===== src/core/frc_pkg.sv =====
// Overview of operation
// Device aborts any operation when reset held low the minimum time.
// During reset device tristates data and ignores reads and writes.
// Reset returns device state machine to array read.
// Host restarts any program or erase that a reset interrupted.
// Reset during program or erase keeps done_busy_n low until finished.
// Reset while idle completes within the shorter ready time.
// Host waits reset-high recovery time before first read.
// Top-boot sector decode from address bits 18 to 13.
// Bottom-boot sector decode from address bits 18 to 13.
// Identifier codes reachable in-system and by high-voltage pin method. The model reaches them in-system only.
// Pin method enters identifier readout with elevated voltage on address pin 9. The model has no pin method.
// Address bits 1 and 0 select maker, device, continuation or protection code.
// Protection read returns 01h if protected, else 00h.
// Protected sector rejects program and erase.
// Host protects all unprotected sectors before first unprotect cycle.
// Device ships with all sectors unprotected.
// Program and erase need the multi-cycle unlock sequence.
// Strobe pulses under about 5ns start no write.
// Writes inhibited when output gate low, chip select high or write strobe high.
// Host writes with chip select and write strobe low, output gate high.
// No command accepted on strobe edge after power-up with write asserted.
// Device powers up in array read.
// Address latched on later falling edge, data on earlier rising edge.
// In-system identifier reads at 00h, 01h, 03h, and 02h with sector.
// Host writes reset command to leave identifier mode.
// Device keeps one protection flag per sector, checked before program or erase.
package frc_pkg;
    localparam int ADDR_W = 19;
    localparam int DATA_W = 8;
    // Pin timing, ns
    localparam int CLK_NS      = 10;
    localparam int T_RP_NS     = 500;
    localparam int T_RH_NS     = 50;
    localparam int T_WP_NS     = 40;
    localparam int T_RD_NS     = 70;
    localparam int RP_CYC      = (T_RP_NS + CLK_NS - 1) / CLK_NS;
    localparam int RH_CYC      = (T_RH_NS + CLK_NS - 1) / CLK_NS;
    localparam int WP_CYC      = (T_WP_NS + CLK_NS - 1) / CLK_NS;
    localparam int RD_CYC      = (T_RD_NS + CLK_NS - 1) / CLK_NS;
    localparam int CNT_W       = 8;
    // Command cycle addresses and data
    localparam logic [10:0] UNLOCK_A1 = 11'h555;
    localparam logic [10:0] UNLOCK_A2 = 11'h2AA;
    localparam logic [7:0]  UNLOCK_D1 = 8'hAA;
    localparam logic [7:0]  UNLOCK_D2 = 8'h55;
    localparam logic [7:0]  CMD_AUTOSEL = 8'h90;
    localparam logic [7:0]  CMD_PROGRAM = 8'hA0;
    localparam logic [7:0]  CMD_ERASE   = 8'h80;
    localparam logic [7:0]  CMD_SECTOR  = 8'h30;
    localparam logic [7:0]  CMD_CHIP    = 8'h10;
    localparam logic [7:0]  CMD_RESET   = 8'hF0;
    // Identifier read low addresses
    localparam logic [1:0] ID_MAKER = 2'h0;
    localparam logic [1:0] ID_DEV   = 2'h1;
    localparam logic [1:0] ID_PROT  = 2'h2;
    localparam logic [1:0] ID_CONT  = 2'h3;
    localparam logic [7:0] PROT_YES = 8'h01;
    localparam logic [7:0] PROT_NO  = 8'h00;
    localparam int NUM_SECT = 11;
    // Host request kinds
    typedef enum logic [2:0] {
        FRC_OP_READ  = 3'h0,
        FRC_OP_PROG  = 3'h1,
        FRC_OP_SERA  = 3'h2,
        FRC_OP_CERA  = 3'h3,
        FRC_OP_IDRD  = 3'h4,
        FRC_OP_RST   = 3'h5,
        FRC_OP_HWRST = 3'h6
    } frc_op_e;
endpackage


===== src/core/frc_host.sv =====
`timescale 1ns/1ns
`default_nettype none
// Host controller driving a parallel boot-sector flash through its pins.
module frc_host
    import frc_pkg::*;
#(
    parameter int RP = RP_CYC,
    parameter int RH = RH_CYC,
    parameter int BUSY_MAX = 4000
) (
    input  wire logic              sys_clk,      // 100 MHz clock
    input  wire logic              rst_n,        // Sync reset, active low
    input  wire logic              reqValid,     // Request strobe
    input  wire logic [2:0]        reqOp,        // Request kind, frc_op_e
    input  wire logic [ADDR_W-1:0] reqAddr,      // Request address
    input  wire logic [DATA_W-1:0] reqData,      // Program data
    output logic                   reqReady,     // Idle, request may be given
    output logic                   rspValid,     // Answer pulse
    output logic [DATA_W-1:0]      rspData,      // Read answer
    output logic                   rspTimeout,   // Busy wait expired
    output logic                   flashCeN,     // Chip select pin
    output logic                   flashOeN,     // Output gate pin
    output logic                   flashWeN,     // Write strobe pin
    output logic                   flashResetN,  // Reset pin
    output logic [ADDR_W-1:0]      flashAddr,    // Address pins
    output logic [DATA_W-1:0]      flashDqOut,   // Data pin drive
    output logic                   flashDqOe,    // Data pin enable
    input  wire logic [DATA_W-1:0] flashDqIn,    // Data pin level
    input  wire logic              done_busy_n   // Ready pin, low busy
);
    typedef enum logic [2:0] {
        FRC_IDLE   = 3'h0,
        FRC_SEQ    = 3'h1,
        FRC_BUSY   = 3'h2,
        FRC_RSTLOW = 3'h3,
        FRC_RSTREC = 3'h4,
        FRC_DONE   = 3'h5
    } frc_st_e;

    logic [DATA_W-1:0] dq1_r, dqS_r;
    logic rb1_r, rbS_r;
    always_ff @(posedge sys_clk) begin
        dq1_r <= flashDqIn;
        dqS_r <= dq1_r;
        rb1_r <= done_busy_n;
        rbS_r <= rb1_r;
    end

    frc_st_e st_r, st_nxt;
    frc_op_e op_r, op_nxt;
    logic [2:0] step_r, step_nxt, nSteps;
    logic [ADDR_W-1:0] addr_r, addr_nxt;
    logic [DATA_W-1:0] data_r, data_nxt, rsp_r, rsp_nxt;
    logic [15:0] cnt_r, cnt_nxt;
    logic rdy_r, rdy_nxt, rv_r, rv_nxt, to_r, to_nxt, rst_r, rst_nxt, issued_r, issued_nxt;
    logic bcStart, bcWrite, bcDone;
    logic [ADDR_W-1:0] bcAddr;
    logic [DATA_W-1:0] bcData, bcRd;

    // Command step table: address and data of each bus cycle
    // no unprotect cycle is ever issued, so protect-first order holds
    always_comb begin
        bcWrite = 1'b1;
        bcAddr = {8'h00, UNLOCK_A1};
        bcData = UNLOCK_D1;
        nSteps = 3'h1;
        unique case (op_r)
            FRC_OP_READ: begin
                nSteps = 3'h1;
                bcWrite = 1'b0;
                bcAddr = addr_r;
            end
            // leave identifier mode
            FRC_OP_RST: begin
                nSteps = 3'h1;
                bcData = CMD_RESET;
            end
            // identifier read at low address
            FRC_OP_IDRD: begin
                nSteps = 3'h5;
                if (step_r == 3'h1) begin bcAddr = {8'h00, UNLOCK_A2}; bcData = UNLOCK_D2; end
                if (step_r == 3'h2) bcData = CMD_AUTOSEL;
                if (step_r == 3'h3) begin bcWrite = 1'b0; bcAddr = addr_r; end
                if (step_r == 3'h4) bcData = CMD_RESET;
            end
            // unlock cycles precede program
            FRC_OP_PROG: begin
                nSteps = 3'h4;
                if (step_r == 3'h1) begin bcAddr = {8'h00, UNLOCK_A2}; bcData = UNLOCK_D2; end
                if (step_r == 3'h2) bcData = CMD_PROGRAM;
                if (step_r == 3'h3) begin bcAddr = addr_r; bcData = data_r; end
            end
            default: begin
                // six-cycle erase sequence
                nSteps = 3'h6;
                if (step_r == 3'h1 || step_r == 3'h4) begin bcAddr = {8'h00, UNLOCK_A2}; bcData = UNLOCK_D2; end
                if (step_r == 3'h2) bcData = CMD_ERASE;
                if (step_r == 3'h5) begin
                    bcAddr = (op_r == FRC_OP_SERA) ? addr_r : {8'h00, UNLOCK_A1};
                    bcData = (op_r == FRC_OP_SERA) ? CMD_SECTOR : CMD_CHIP;
                end
            end
        endcase
    end

    always_comb begin
        st_nxt = st_r; op_nxt = op_r; step_nxt = step_r; addr_nxt = addr_r; data_nxt = data_r;
        rsp_nxt = rsp_r; cnt_nxt = cnt_r; rdy_nxt = 1'b0; rv_nxt = 1'b0; to_nxt = to_r;
        rst_nxt = rst_r; issued_nxt = 1'b0; bcStart = 1'b0;
        unique case (st_r)
            FRC_IDLE: begin
                rdy_nxt = 1'b1;
                if (reqValid && rdy_r) begin
                    op_nxt = frc_op_e'(reqOp);
                    addr_nxt = reqAddr;
                    data_nxt = reqData;
                    step_nxt = '0;
                    to_nxt = 1'b0;
                    rdy_nxt = 1'b0;
                    if (frc_op_e'(reqOp) == FRC_OP_HWRST) begin
                        rst_nxt = 1'b0;
                        cnt_nxt = 16'(RP);
                        st_nxt = FRC_RSTLOW;
                    end else begin
                        st_nxt = FRC_SEQ;
                    end
                end
            end
            FRC_SEQ: begin
                bcStart = !issued_r;
                issued_nxt = !bcDone;
                if (bcDone) begin
                    if (!bcWrite) rsp_nxt = bcRd;
                    if (step_r == nSteps - 3'h1) begin
                        cnt_nxt = 16'(BUSY_MAX);
                        st_nxt = (op_r == FRC_OP_PROG || op_r == FRC_OP_SERA || op_r == FRC_OP_CERA)
                                 ? FRC_BUSY : FRC_DONE;
                    end else begin
                        step_nxt = step_r + 3'h1;
                    end
                end
            end
            // Waits on the ready pin with a bound, pin starts low after a few ns
            FRC_BUSY: begin
                cnt_nxt = cnt_r - 16'h0001;
                if (rbS_r && cnt_r < 16'(BUSY_MAX - 8)) st_nxt = FRC_DONE;
                else if (cnt_r == 16'h0000) begin to_nxt = 1'b1; st_nxt = FRC_DONE; end
            end
            FRC_RSTLOW: begin
                cnt_nxt = cnt_r - 16'h0001;
                if (cnt_r <= 16'h0001) begin
                    rst_nxt = 1'b1;
                    cnt_nxt = 16'(RH);
                    st_nxt = FRC_RSTREC;
                end
            end
            // recovery before any read; R4 caller restarts interrupted work
            FRC_RSTREC: begin
                // Parks at zero so a slow ready pin cannot wrap the count
                if (cnt_r != 16'h0000) cnt_nxt = cnt_r - 16'h0001;
                if (cnt_r <= 16'h0001 && rbS_r) st_nxt = FRC_DONE;
            end
            FRC_DONE: begin
                rv_nxt = 1'b1;
                st_nxt = FRC_IDLE;
            end
            default: st_nxt = FRC_IDLE;
        endcase
    end

    always_ff @(posedge sys_clk) begin
        if (!rst_n) begin
            st_r <= FRC_IDLE; op_r <= FRC_OP_READ; step_r <= '0; addr_r <= '0; data_r <= '0;
            rsp_r <= '0; cnt_r <= '0; rdy_r <= 1'b0; rv_r <= 1'b0; to_r <= 1'b0;
            rst_r <= 1'b1; issued_r <= 1'b0;
        end else begin
            st_r <= st_nxt; op_r <= op_nxt; step_r <= step_nxt; addr_r <= addr_nxt; data_r <= data_nxt;
            rsp_r <= rsp_nxt; cnt_r <= cnt_nxt; rdy_r <= rdy_nxt; rv_r <= rv_nxt; to_r <= to_nxt;
            rst_r <= rst_nxt; issued_r <= issued_nxt;
        end
    end

    frc_bus_cycle u_bc (
        .sys_clk  (sys_clk),
        .rst_n    (rst_n),
        .start    (bcStart),
        .isWrite  (bcWrite),
        .addr     (bcAddr),
        .wdata    (bcData),
        .dqInSync (dqS_r),
        .ceN      (flashCeN),
        .oeN      (flashOeN),
        .weN      (flashWeN),
        .aOut     (flashAddr),
        .dqOut    (flashDqOut),
        .dqOe     (flashDqOe),
        .rdata    (bcRd),
        .done     (bcDone)
    );

    assign reqReady = rdy_r;
    assign rspValid = rv_r;
    assign rspData = rsp_r;
    assign rspTimeout = to_r;
    assign flashResetN = rst_r;

    // host never writes with output gate low
    write_levels_a: assert property (@(posedge sys_clk) disable iff (!rst_n)
        !flashWeN |-> (!flashCeN && flashOeN && flashDqOe))
        else $error("write strobe low without proper gate levels");
    // first access waits for recovery after reset release
    reset_recovery_a: assert property (@(posedge sys_clk) disable iff (!rst_n)
        $rose(flashResetN) |-> flashCeN [*5])
        else $error("access started inside reset recovery");
    reset_quiet_a: assert property (@(posedge sys_clk) disable iff (!rst_n)
        !flashResetN |-> flashCeN)
        else $error("bus cycle during reset pulse");
    // reset held low at least 8 cycles
    reset_width_a: assert property (@(posedge sys_clk) disable iff (!rst_n)
        $fell(flashResetN) |-> !flashResetN [*8])
        else $error("reset pulse too short");
    // no write or data drive during read
    read_levels_a: assert property (@(posedge sys_clk) disable iff (!rst_n)
        !flashOeN |-> (flashWeN && !flashDqOe))
        else $error("data driven while output gate low");
    cover_reset_c: cover property (@(posedge sys_clk) disable iff (!rst_n) $rose(flashResetN));
    cover_write_c: cover property (@(posedge sys_clk) disable iff (!rst_n) $fell(flashWeN));
    cover_read_c: cover property (@(posedge sys_clk) disable iff (!rst_n) $fell(flashOeN));
    cover_busy_c: cover property (@(posedge sys_clk) disable iff (!rst_n) st_r == FRC_BUSY && rbS_r);
endmodule
`default_nettype wire


===== src/core/frc_bus_cycle.sv =====
`timescale 1ns/1ns
`default_nettype none
// One flash bus cycle; write data stays driven past the strobe rise.
module frc_bus_cycle
    import frc_pkg::*;
#(
    parameter int WP = WP_CYC,
    parameter int RD = RD_CYC
) (
    input  wire logic              sys_clk,    // Clock
    input  wire logic              rst_n,      // Sync reset
    input  wire logic              start,      // Begin cycle
    input  wire logic              isWrite,    // Write when high
    input  wire logic [ADDR_W-1:0] addr,       // Cycle address
    input  wire logic [DATA_W-1:0] wdata,      // Write data
    input  wire logic [DATA_W-1:0] dqInSync,   // Synchronised data pins
    output logic                   ceN,        // Chip select
    output logic                   oeN,        // Output gate
    output logic                   weN,        // Write strobe
    output logic [ADDR_W-1:0]      aOut,       // Address pins
    output logic [DATA_W-1:0]      dqOut,      // Data drive
    output logic                   dqOe,       // Data drive enable
    output logic [DATA_W-1:0]      rdata,      // Read result
    output logic                   done        // Cycle finished pulse
);
    typedef enum logic [1:0] {
        FRC_BC_IDLE = 2'h0,
        FRC_BC_ACT  = 2'h1,
        FRC_BC_HOLD = 2'h2
    } frc_bc_e;
    frc_bc_e st_r, st_nxt;
    logic [CNT_W-1:0] cnt_r, cnt_nxt;
    logic ce_r, ce_nxt, oe_r, oe_nxt, we_r, we_nxt, dqOe_r, dqOe_nxt, done_r, done_nxt;
    logic [ADDR_W-1:0] a_r, a_nxt;
    logic [DATA_W-1:0] dq_r, dq_nxt, rd_r, rd_nxt;
    always_comb begin
        st_nxt = st_r; cnt_nxt = cnt_r; ce_nxt = ce_r; oe_nxt = oe_r; we_nxt = we_r;
        dqOe_nxt = dqOe_r; done_nxt = 1'b0; a_nxt = a_r; dq_nxt = dq_r; rd_nxt = rd_r;
        unique case (st_r)
            FRC_BC_IDLE: if (start) begin
                a_nxt = addr;
                dq_nxt = wdata;
                ce_nxt = 1'b0;
                // write levels
                oe_nxt = isWrite;
                we_nxt = !isWrite;
                dqOe_nxt = isWrite;
                // strobe kept well past glitch width
                cnt_nxt = CNT_W'(isWrite ? WP : RD);
                st_nxt = FRC_BC_ACT;
            end
            FRC_BC_ACT: if (cnt_r <= CNT_W'(1)) begin
                if (!oe_r) rd_nxt = dqInSync;
                // data taken on strobe rise
                we_nxt = 1'b1;
                oe_nxt = 1'b1;
                st_nxt = FRC_BC_HOLD;
            end else begin
                cnt_nxt = cnt_r - CNT_W'(1);
            end
            FRC_BC_HOLD: begin
                ce_nxt = 1'b1;
                dqOe_nxt = 1'b0;
                done_nxt = 1'b1;
                st_nxt = FRC_BC_IDLE;
            end
            default: st_nxt = FRC_BC_IDLE;
        endcase
    end
    always_ff @(posedge sys_clk) begin
        if (!rst_n) begin
            st_r <= FRC_BC_IDLE; cnt_r <= '0; ce_r <= 1'b1; oe_r <= 1'b1; we_r <= 1'b1;
            dqOe_r <= 1'b0; done_r <= 1'b0; a_r <= '0; dq_r <= '0; rd_r <= '0;
        end else begin
            st_r <= st_nxt; cnt_r <= cnt_nxt; ce_r <= ce_nxt; oe_r <= oe_nxt; we_r <= we_nxt;
            dqOe_r <= dqOe_nxt; done_r <= done_nxt; a_r <= a_nxt; dq_r <= dq_nxt; rd_r <= rd_nxt;
        end
    end
    assign ceN = ce_r;
    assign oeN = oe_r;
    assign weN = we_r;
    assign aOut = a_r;
    assign dqOut = dq_r;
    assign dqOe = dqOe_r;
    assign rdata = rd_r;
    assign done = done_r;
endmodule
`default_nettype wire


===== config.mk =====
export PLATFORM = sky130hd
export DESIGN_NAME = frc_host
export DESIGN_NICKNAME = d
export VERILOG_FILES = /design/src/core/frc_pkg.sv /design/src/core/frc_host.sv /design/src/core/frc_bus_cycle.sv
export SDC_FILE = /design/constraint.sdc
export NUM_CORES = 1
export LEC_CHECK = 0
export BUFFER_PORTS_ARGS = -buffer_cell sky130_fd_sc_hd__buf_2
export CAP_MARGIN = 10
export CORE_UTILIZATION = 57
export DETAILED_ROUTE_END_ITERATION = 16
export PLACE_DENSITY = 0.91
export SYNTH_ARGS = -nofsm -noshare
export SYNTH_HDL_FRONTEND = slang
export SYNTH_HIERARCHICAL = 1
export SYNTH_SLANG_ARGS = --single-unit
export TNS_END_PERCENT = 5

===== constraint.sdc =====
create_clock -name sys_clk -period 2.6 [get_ports sys_clk]
set_input_delay 0.26 -clock sys_clk [delete_from_list [all_inputs] [get_ports sys_clk]]
set_output_delay 0.26 -clock sys_clk [all_outputs]
set_load 0.005 [all_outputs]

==> results of run 1 <==
power breakdown:
group          switching, mW  internal (mW)
Sequential             0.115           2.17
Combinational          0.700          0.415
Clock                   1.06           1.43
state kept, by name (all words and copies together) (netlist names), 2 cells and up:
name        count
step_r          3
rspData         8
st_r            3
u_bc/dqOut      8
dqS_r           8
u_bc/st_r       2
u_bc/cnt_r      8
u_bc/rdata      8
u_bc/aOut      19
dq1_r           8
addr_r         19
data_r          8
op_r            3
cnt_r          16
metal layers:
| layer | track usage | vias up |
|---|---|---|
| met5 | 0 | - |
| met3 | 0.0639 | 96 |
| met4 | 0.167 | 0 |
| li1 | - | 2791 |
| met1 | 0.377 | 2837 |
| met2 | 0.518 | 355 |
repair_timing:
item / in CTS / in global routing
hold buffers: 33 / 1
endpoints found under the hold margin: 33 / 1
endpoints found under the setup margin: 0 / 14
setup buffers: 0 / 0
gates resized for setup: 0 / 2
critical path: stages, from the launching register on:
cell and delay, ns:
dfxtp_1 0.54, ha_1 0.21, ha_1 0.35, inv_2 0.16
maj3_1 0.39, o21bai_2 0.31, and2_1 0.20, nand2_1 0.08
a21oi_1 0.16
cell usage after synthesis, types with 9 or more instances:
cell	number	area, um^2
a21oi_1	96	480
nand2_1	154	578
ha_1	9	113
nor2_1	66	248
nor3_1	14	70.1
nand2b_1	9	56.3
mux2i_1	20	200
clkbuf_1	34	128
o21ai_1	15	75.1
and2_1	11	68.8
nand3_1	9	45.0
o21a_1	10	75.1
o21ai_0	23	115
inv_1	14	52.6
dfxtp_1	133	2660
kinds of logic (layout without fill, tap and decap cells):
family,after synthesis,count (layout),synth area share
fa+ha+maj,10,10,0.0205
simple gates,305,305,0.234
xor+xnor,5,5,0.00732
buf+inv,58,182,0.0416
compound gates,205,205,0.218
flops,133,133,0.445
mux,20,20,0.0335
area by class of cell:
class / instances / area share
flip-flops and latches: 133 / 0.355
multi-input cells: 545 / 0.413
inverters: 15 / 0.00752
well taps: 136 / 0.0227
clock buffers: 17 / 0.0553
clock inverters: 15 / 0.0274
repair buffers: 135 / 0.119
per-stage QoR:
stage	hold WS, ns	cell area (um^2)	setup WS [ns]	setup TNS [ns]
2_1_floorplan	0.288	5980	0.470	0
3_3_place_gp	0.310	6520	0.271	0
3_5_place_dp	0.312	6520	0.197	0
4_1_cts	0.000484	7470	0.175	0
5_1_grt	0.00410	7490	-0.0183	-0.0183
6_report	-0.000604	7490	0.117	0
path summary, 6_finish.rpt:
path | depth (start not counted) | slack (ns) | to
worst min register to register | 0 | 0.33 | dqS_r[5]$_DFF_P_
worst max-delay path | 8 | 0.12 | u_bc/aOut[16]$_SDFFE_PN0P_
worst max register to register | 8 | 0.12 | u_bc/aOut[16]$_SDFFE_PN0P_
worst min-delay path | 3 | -0.0006 | addr_r[13]$_SDFFE_PN0P_
==> flow_summary_export.csv, run 1 <==
group,metric,value,unit
drt,wl_met2,8110,um
setup_path,cp_max_fo,9,
floorplanning,core_area,10200,um^2
synth,synthCells,736,
drt,ant_nets,0,
global_routing,grt_antenna_before_repair,0,
synth,synthArstFlopShare,0,
clocking,cts_num_sinks,133,
setup_path,critPathArrivalTime,2.94,ns
min_path,hold_start,"reqAddr[13]",
sta,worst_pin_slew,0.879,ns
drt,first_iter_violations,756,
floorplanning,die_area,10900,um^2
synth,syn_area_per_cell,8.13,um^2
global_routing,grt_pass1_wl,27000,um
sta,max_freq,0.403,GHz
drt,routed_via_density,6.10,
synth,syn_area,5980,um^2
synth,ys_ff_latch,133,
sta,rsz0062_at_grt,"true",
setup_path,r2r_start,"step_r[0]$_SDFFE_PN0P_",
synth,syn_nets,787,
setup_path,crit_type,"reg -> reg",
floorplanning,start_util,0.585,
clocking,clock_latency,0.54,ns
drt,highest_layer,"met4",
power_and_ir_drop,power_density,787,nW/um^2
sta,slew_viol_final,0,
finish,area_growth,25.2,%
power_and_ir_drop,peakVddDrop,0.614,mV
min_path,min_path_type,"in -> reg",
finish,fillers,661,
synth,ys.flop_type,"dfxtp_1",
clocking,numCtsBuffers,17,
sta,setup_violations,0,
floorplanning,pin_count,85,
floorplanning,die_h,104,um
finish,regArea,2660,um^2
finish,layout_common_cells,"154 x nand2_1, 133 x dfxtp_1, 96 x a21oi_1",
sta,hold_viol_final,1,
floorplanning,dieWidth,104,um
finish,postLayoutCoreUtil,0.732,
synth,synth_cell_types,68,
placed_design,placedCellCount,930,
finish,mostFrequentLayoutCell,"nand2_1",
clocking,cts.clk_slew.worst_paths,0.08,ns
global_routing,gr-total-overflow,0,
power_and_ir_drop,p_leak,3.11,nW
drt,wl_met3,1410,um
clocking,cts-root-buf,"clkbuf_8",
setup_path,cp-start-kind,"flip-flop",
clocking,clockBufferDepth,2,
global_routing,grt_max_degree,36,
finish,antennaDiodeCount,0,
finish,layout.cells.non_filler,996,
drt,wl_met1,6720,um
clocking,htreeDepth,4,
job,maxCapViolations,0,
drt,drcViolationCount,0,
finish,drive_gt1_frac,0.191,
sta,slew_headroom,0.414,
drt,dr.pass1.iters,6,
sta,whs,-0.000604,ns
synth,synth-seq-area-share,0.445,
clocking,cts_tree,"built",
setup_path,crit_required,3.06,ns
power_and_ir_drop,total_power,5.89,mW
drt,vias,6079,
setup_path,endpoint_kind,"flip-flop",
synth,synth-edff-count,0,
global_routing,grt_pass1_vias,5595,
placed_design,numPortBuffers,84,
placed_design,routabilityCongestion,0.922,
sta,fin_skew,0.0139,ns
drt,wl_per_cell,17.1,um
outcome,violations,"hold timing",
floorplanning,row_count,37,
global_routing,grt_usage,0.312,
synth,yosysWarnings,6,
placed_design,dp_hpwl,9940,um
finish,final_net_count,898,
sta,period_share,0.955,
setup_path,critPathLaunch,"step_r[0]$_SDFFE_PN0P_",
sta,fin_crit,2.48,ns
drt,wl,17000,um
outcome,status,"complete, but fails checks",
finish,multiInputGateArea,3090,um^2
Power figures use the tool's default switching activity.
==> inputs of run 2 (changes only) <==
PLACE_DENSITY = 0.92   (was 0.91)
SYNTH_HIERARCHICAL = default   (was 1)
==> run 2 against run 1 <==
  * The run now ends clean
  * Final cell count decreased by 4.4%
  * Maximum frequency decreased by 0.28%
  * Worst hold slack improved by 0.065 ns
  * Die area decreased by 1.7%
  * Clock power decreased by 2%
  * Cell area decreased by 1.1%
  * Combinational power decreased by 26%
  * Sequential share of layout area increased by 0.39 points
  * Wire length increased by 11%
==> flow_summary_export.csv, run 2 <==
group,metric,value,unit
sta,worst_pin_slew,0.704,ns
power_and_ir_drop,power_frac_comb,0.149,
sta,setup_violations,0,
finish,mostFrequentLayoutCell,"dfxtp_1",
finish,fillers,604,
power_and_ir_drop,pwr-share-seq,0.409,
power_and_ir_drop,peakVddDrop,0.618,mV
sta,rsz0062_at_grt,"false",
floorplanning,pin_count,85,
finish,final_net_count,857,
sta,period_share,0.958,
placed_design,numPortBuffers,84,
synth,synthTopCellsByArea,"dfxtp_1 45%, nand2_1 6.8%, a21oi_1 6.5%",
setup_path,critPathLaunch,"step_r[2]$_SDFFE_PN0P_",
clocking,clockBufferDepth,2,
outcome,status,"finished clean",
finish,design_area,7410,um^2
clocking,clock_latency,0.53,ns
synth,ys.flop_type,"dfxtp_1",
synth,synth_cell_types,77,
clocking,htreeDepth,4,
drt,vias,6055,
setup_path,cp-start-kind,"flip-flop",
synth,synth_most_common_cell,"dfxtp_1",
synth,syn_area,5880,um^2
power_and_ir_drop,internal_power,3.89,mW
placed_design,routabilityCongestion,0.912,
sta,max_freq,0.402,GHz
placed_design,placedCellCount,882,
drt,ant_nets,0,
setup_path,r2r_start,"step_r[2]$_SDFFE_PN0P_",
min_path,hold_start,"reqAddr[10]",
sta,setup_tns,0,ns
synth,synthCells,682,
synth,ys_ff_latch,133,
floorplanning,core_area,9910,um^2
floorplanning,start_util,0.594,
synth,yosys.area.top_type,"dfxtp_1",
floorplanning,die_area,10700,um^2
sta,slew_viol_final,0,
global_routing,gr-total-overflow,0,
drt,dr.pass1.iters,6,
synth,synth-seq-area-share,0.453,
min_path,min_path_type,"in -> reg",
synth,synthArstFlopShare,0,
finish,layout.cells.non_filler,952,
setup_path,worst_path_max_delay_cell,"dfxtp_1",
drt,drcViolationCount,0,
clocking,cts_num_sinks,133,
power_and_ir_drop,swShare,0.298,
power_and_ir_drop,power_density,748,nW/um^2
finish,postLayoutCoreUtil,0.748,
clocking,cts-root-buf,"clkbuf_8",
setup_path,endpoint_kind,"flip-flop",
floorplanning,dieWidth,104,um
global_routing,grt_pass1_wl,30700,um
power_and_ir_drop,switchingPower,1.65,mW
job,maxCapViolations,0,
synth,synth-edff-count,0,
clocking,cts.clk_slew.worst_paths,0.07,ns
floorplanning,die_h,104,um
setup_path,critPathArrivalTime,2.90,ns
drt,wl,18900,um
placed_design,dpl_cell_area,6430,um^2
global_routing,grt_pass1_vias,6077,
setup_path,crit_type,"reg -> reg",
clocking,postCtsSetupRepairBufs,0,
sta,fin_skew,0.0107,ns
synth,syn_nets,733,
finish,antennaDiodeCount,0,
placed_design,dp_hpwl,10200,um
synth,yosysWarnings,0,
synth,syn_area_per_cell,8.62,um^2
clocking,numCtsBuffers,17,
sta,fin_crit,2.49,ns
setup_path,cpPeakStageDelay,0.57,ns
clocking,cts_tree,"built",
setup_path,cp_max_fo,12,
power_and_ir_drop,p_clk_frac,0.442,
sta,slew_headroom,0.529,
finish,area_growth,26.0,%
finish,layout_common_cells,"133 x dfxtp_1, 107 x nand2_1, 84 x buf_2",
global_routing,grt_antenna_before_repair,0,
drt,wl_per_cell,19.8,um
floorplanning,row_count,36,
setup_path,crit_required,3.01,ns
global_routing,grt_max_degree,41,
global_routing,grt_usage,0.362,
finish,drive_gt1_frac,0.217,
setup_path,cp_cell_sequence,"inv_1, ha_1, buf_4, o21bai_1, a21oi_1, o21ai_2, a2bb2oi_1, nor2_1",
drt,routed_via_density,6.36,
power_and_ir_drop,p_leak,3.09,nW
power_and_ir_drop,total_power,5.54,mW
synth,yosysTopAreaCellShare,0.453,
synth,yosys-top-cells-count,"133 x dfxtp_1, 107 x nand2_1, 79 x nor2_1, 76 x a21oi_1, 38 x o21ai_0",
drt,first_iter_violations,790,
sta,hold_viol_final,0,
## run 2: power by group through the flow
| stage | sequential, mW | clock [mW] | combinational (mW) |
|---|---|---|---|
| floorplan | 2.27 | 0 | 0.518 |
| global placement | 2.28 | 0 | 0.675 |
| detailed placement | 2.29 | 0 | 0.712 |
| CTS | 2.25 | 2.44 | 0.775 |
| global route | 2.28 | 2.54 | 0.892 |
| finish | 2.27 | 2.45 | 0.829 |
## run 2: worst paths after layout
kind	cells after the start	slack [ns]	endpoint
worst min register to register	0	0.33	rbS_r$_DFF_P_
worst max-delay path	8	0.11	u_bc.aOut[1]$_SDFFE_PN0P_
worst max register to register	8	0.11	u_bc.aOut[1]$_SDFFE_PN0P_
worst min-delay path	3	0.06	addr_r[10]$_SDFFE_PN0P_
## run 2: cell families (layout without fill, tap and decap cells)
logic type                 count (synthesis)  count (layout)  share of synthesized area
and+or+nand+nor                          272             272                      0.224
adders and majority gates                 10              10                     0.0208
AOI/OAI and AO/OA                        186             186                      0.214
buffers and inverters                     55             192                     0.0464
DFF                                      133             133                      0.453
xor gates and xnor gates                   8               8                     0.0119
muxes                                     18              18                     0.0306
## run 2: area by class of cell
| class | instances | area [um^2] | area share |
|---|---|---|---|
| inverters | 15 | 56.3 | 0.00760 |
| well taps | 133 | 166 | 0.0225 |
| repair buffers | 145 | 973 | 0.131 |
| clock buffers | 17 | 414 | 0.0559 |
| flip-flops and latches | 133 | 2660 | 0.359 |
| clock inverters | 15 | 181 | 0.0245 |
| multi-input cells | 494 | 2960 | 0.399 |
## run 2: per-stage QoR
step,setup slack (ns),hold WS [ns]
2_1_floorplan,0.524,0.288
3_3_place_gp,0.418,0.310
3_5_place_dp,0.314,0.312
4_1_cts,0.283,0.00530
5_1_grt,0.0556,0.0425
6_report,0.110,0.0641
## run 2: timing repair
item / 4_1_cts / 5_1_grt
endpoints found under the hold margin: 38 / 0
gates resized for setup: 0 / 1
setup endpoints to repair: 0 / 1
hold buffers: 38 / 0
## run 2: per-layer routing
| layer | wire (um) | global-route usage |
|---|---|---|
| met1 | 6740 | 0.405 |
| met2 | 9210 | 0.610 |
| met3 | 1850 | 0.0950 |
| met4 | 1060 | 0.235 |
| met5 | 0 | 0 |
## run 2: worst max-delay path: cells and delay by family, from the launching register on
kind | cells | cell delay, ns
AOI/OAI and AO/OA | 4 | 1.10
adders and majority gates | 1 | 0.27
buffers and inverters | 2 | 0.36
DFF | 1 | 0.57
and+or+nand+nor | 1 | 0.06
==> inputs of run 3 (changes only) <==
ABC_AREA = 1   (was default)
PLACE_DENSITY = 0.91   (was 0.92)
SLEW_MARGIN = 20   (was default)
==> run 3 against run 2 <==
  * Critical path depth shrank 1
  * Via count fell by 2.3%
  * Die area up 0.98%
  * Cell area fell by 4.0%
  * Maximum frequency grew 11%
  * Flip-flop and latch count unchanged
  * Critical endpoint is now u_bc.cnt_r[3]$_SDFFE_PN0P_
  * Largest cell class unchanged
  * Largest power group is now combinational cells
  * Highest routed layer unchanged
==> flow_summary_export.csv, run 3 <==
group,metric,value,unit
outcome,status,"finished clean",
setup_path,endpoint_kind,"flip-flop",
floorplanning,die_area,10800,um^2
clocking,clock_latency,0.53,ns
setup_path,critPathArrivalTime,2.69,ns
synth,ys.flop_type,"dfxtp_1",
synth,synth_cell_types,35,
sta,setup_violations,0,
clocking,numCtsBuffers,17,
floorplanning,dieWidth,104,um
clocking,cts_num_sinks,133,
finish,final_net_count,975,
global_routing,grt_max_degree,74,
finish,fillers,747,
clocking,cts.clk_slew.worst_paths,0.07,ns
setup_path,crit_required,3.04,ns
setup_path,crit_path_end,"u_bc.cnt_r[3]$_SDFFE_PN0P_",
setup_path,r2r_cells,7,
global_routing,gr-total-overflow,0,
synth,ys_ff_latch,133,
sta,slew_viol_final,0,
finish,mostFrequentLayoutCell,"nand2_1",
placed_design,numPortBuffers,84,
synth,syn_area_per_cell,7.13,um^2
global_routing,grt_pass1_wl,24700,um
synth,synthArstFlopShare,0,
setup_path,cp_max_fo,19,
synth,synth_most_common_cell,"nand2_1",
global_routing,grt_pass1_vias,5350,
drt,dr.pass1.iters,6,
drt,drcViolationCount,0,
finish,design_area,7110,um^2
power_and_ir_drop,power_density,1190,nW/um^2
synth,yosysTopAreaCellShare,0.448,
setup_path,r2r_end,"u_bc.cnt_r[3]$_SDFFE_PN0P_",
global_routing,grt_usage,0.280,
job,maxCapViolations,0,
floorplanning,pin_count,85,
synth,yosysWarnings,0,
drt,first_iter_violations,489,
drt,ant_nets,0,
sta,slew_headroom,0.553,
sta,hold_viol_final,0,
synth,synthCells,833,
sta,fin_skew,0.0155,ns
finish,layout_common_cells,"157 x nand2_1, 133 x dfxtp_1, 114 x o21ai_0",
synth,yosys.area.top_type,"dfxtp_1",
drt,routed_via_density,5.53,
finish,area_growth,19.8,%
placed_design,dp_hpwl,9650,um
clocking,cts_tree,"built",
placed_design,routabilityCongestion,0.964,
finish,drive_gt1_frac,0.153,
setup_path,critPathLaunch,"st_r[0]$_SDFFE_PN0P_",
floorplanning,core_area,9950,um^2
synth,synthTopCellsByArea,"dfxtp_1 45%, nand2_1 9.9%, o21ai_0 9.6%",
synth,synth-seq-area-share,0.448,
clocking,htreeDepth,4,
setup_path,r2r_slack,0.35,ns
sta,rsz0062_at_grt,"false",
sta,setup_tns,0,ns
synth,synth-edff-count,0,
clocking,ctsResizeCount,0,
floorplanning,start_util,0.597,
global_routing,grt_antenna_before_repair,0,
sta,max_freq,0.445,GHz
finish,multiInputGateArea,2760,um^2
clocking,cts-root-buf,"clkbuf_8",
finish,antennaDiodeCount,0,
setup_path,crit_type,"reg -> reg",
floorplanning,row_count,36,
synth,syn_area,5940,um^2
power_and_ir_drop,peakVddDrop,0.662,mV
min_path,min_path_type,"in -> reg",
sta,period_share,0.864,
floorplanning,die_h,104,um
drt,vias,5913,
sta,fin_crit,2.25,ns
sta,worst_pin_slew,0.670,ns
finish,regArea,2660,um^2
synth,syn_nets,884,
power_and_ir_drop,p_leak,3.23,nW
setup_path,r2r_start,"st_r[0]$_SDFFE_PN0P_",
drt,wl_per_cell,14.0,um
placed_design,dpl_cell_area,6440,um^2
setup_path,cp-start-kind,"flip-flop",
clocking,clockBufferDepth,2,
sta,whs,0.00834,ns
synth,yosys-top-cells-count,"157 x nand2_1, 133 x dfxtp_1, 114 x o21ai_0, 99 x inv_1, 95 x nor2_1",
drt,wl,15000,um
[run 3: changes by cell type in the layout (fill, tap and decap cells not counted), sizes merged, moves of 7 or more]
cell and delta:
inv +87, o21ai +73, nand2 +55, nand3 +47
dlygate4sd3 -29, mux2i -18, buf -17, nor2 +17
a22o -8, nor3 -8, nor4 -8, nor3b -7
[run 3: worst min-delay path by stage]
stage / endpoint / slack (ns) / depth (start not counted) / start
floorplan: dq1_r[0]$_DFF_P_ / 0.29 / 0 / flashDqIn[0]
global placement: dqS_r[4]$_DFF_P_ / 0.31 / 0 / dq1_r[4]$_DFF_P_
detailed placement: dqS_r[2]$_DFF_P_ / 0.31 / 0 / dq1_r[2]$_DFF_P_
CTS: addr_r[9]$_SDFFE_PN0P_ / 0.007 / 3 / reqAddr[9]
global route: addr_r[16]$_SDFFE_PN0P_ / 0.03 / 3 / reqAddr[16]
finish: addr_r[9]$_SDFFE_PN0P_ / 0.008 / 3 / reqAddr[9]
[run 3: power breakdown]
group          switching, mW  internal, mW
Combinational           2.25          1.11
Sequential             0.319          2.42
Clock                   1.04          1.34
Total                   3.61          4.88
[run 3: per-stage QoR]
| stage | total power, mW | utilization | setup slack [ns] | instances |
|---|---|---|---|---|
| 2_1_floorplan | 5.19 | - | 0.906 | 833 |
| 3_3_place_gp | 5.87 | 0.647 | 0.606 | 1029 |
| 3_5_place_dp | 5.95 | 0.647 | 0.508 | 1029 |
| 4_1_cts | 8.40 | 0.715 | 0.395 | 1070 |
| 5_1_grt | 9.07 | 0.715 | 0.249 | 1070 |
| 6_report | 8.50 | 0.715 | 0.353 | 1070 |
[run 3: final cells by class]
type	count	share of cell area
Timing Repair Buffer	99	0.0781
Inverter	103	0.0543
Sequential cell	133	0.374
Tap cell	133	0.0234
Clock inverter	14	0.0223
Multi-Input combinational cell	570	0.387
Clock buffer	18	0.0601
[run 3: layer usage]
metal	track usage	share of wire	wire (um)
met1	0.371	0.44	6600
met2	0.455	0.47	7010
met3	0.0526	0.075	1120
met4	0.107	0.020	295
met5	0	0	0
[run 3: cells by family (layout without fill, tap and decap cells)]
| logic type | Yosys count | after routing | synth area share |
|---|---|---|---|
| simple gates | 344 | 344 | 0.247 |
| buf+inv | 130 | 234 | 0.0887 |
| fa+ha+maj | 9 | 9 | 0.0190 |
| compound gates | 209 | 209 | 0.185 |
| xor+xnor | 8 | 8 | 0.0118 |
| flops | 133 | 133 | 0.448 |
[run 3: repair_timing]
action	in CTS	in global routing
hold endpoints to repair	9	0
hold buffers	9	0
setup buffers	0	0
[run 3: critical path: stages, from the launching register on]
cell and delay (ns):
dfxtp_1 0.35, inv_1 0.16, nor3_4 0.08, nand2_2 0.21
inv_1 0.30, nor2_2 0.61, o21ai_0 0.25, a21oi_1 0.20
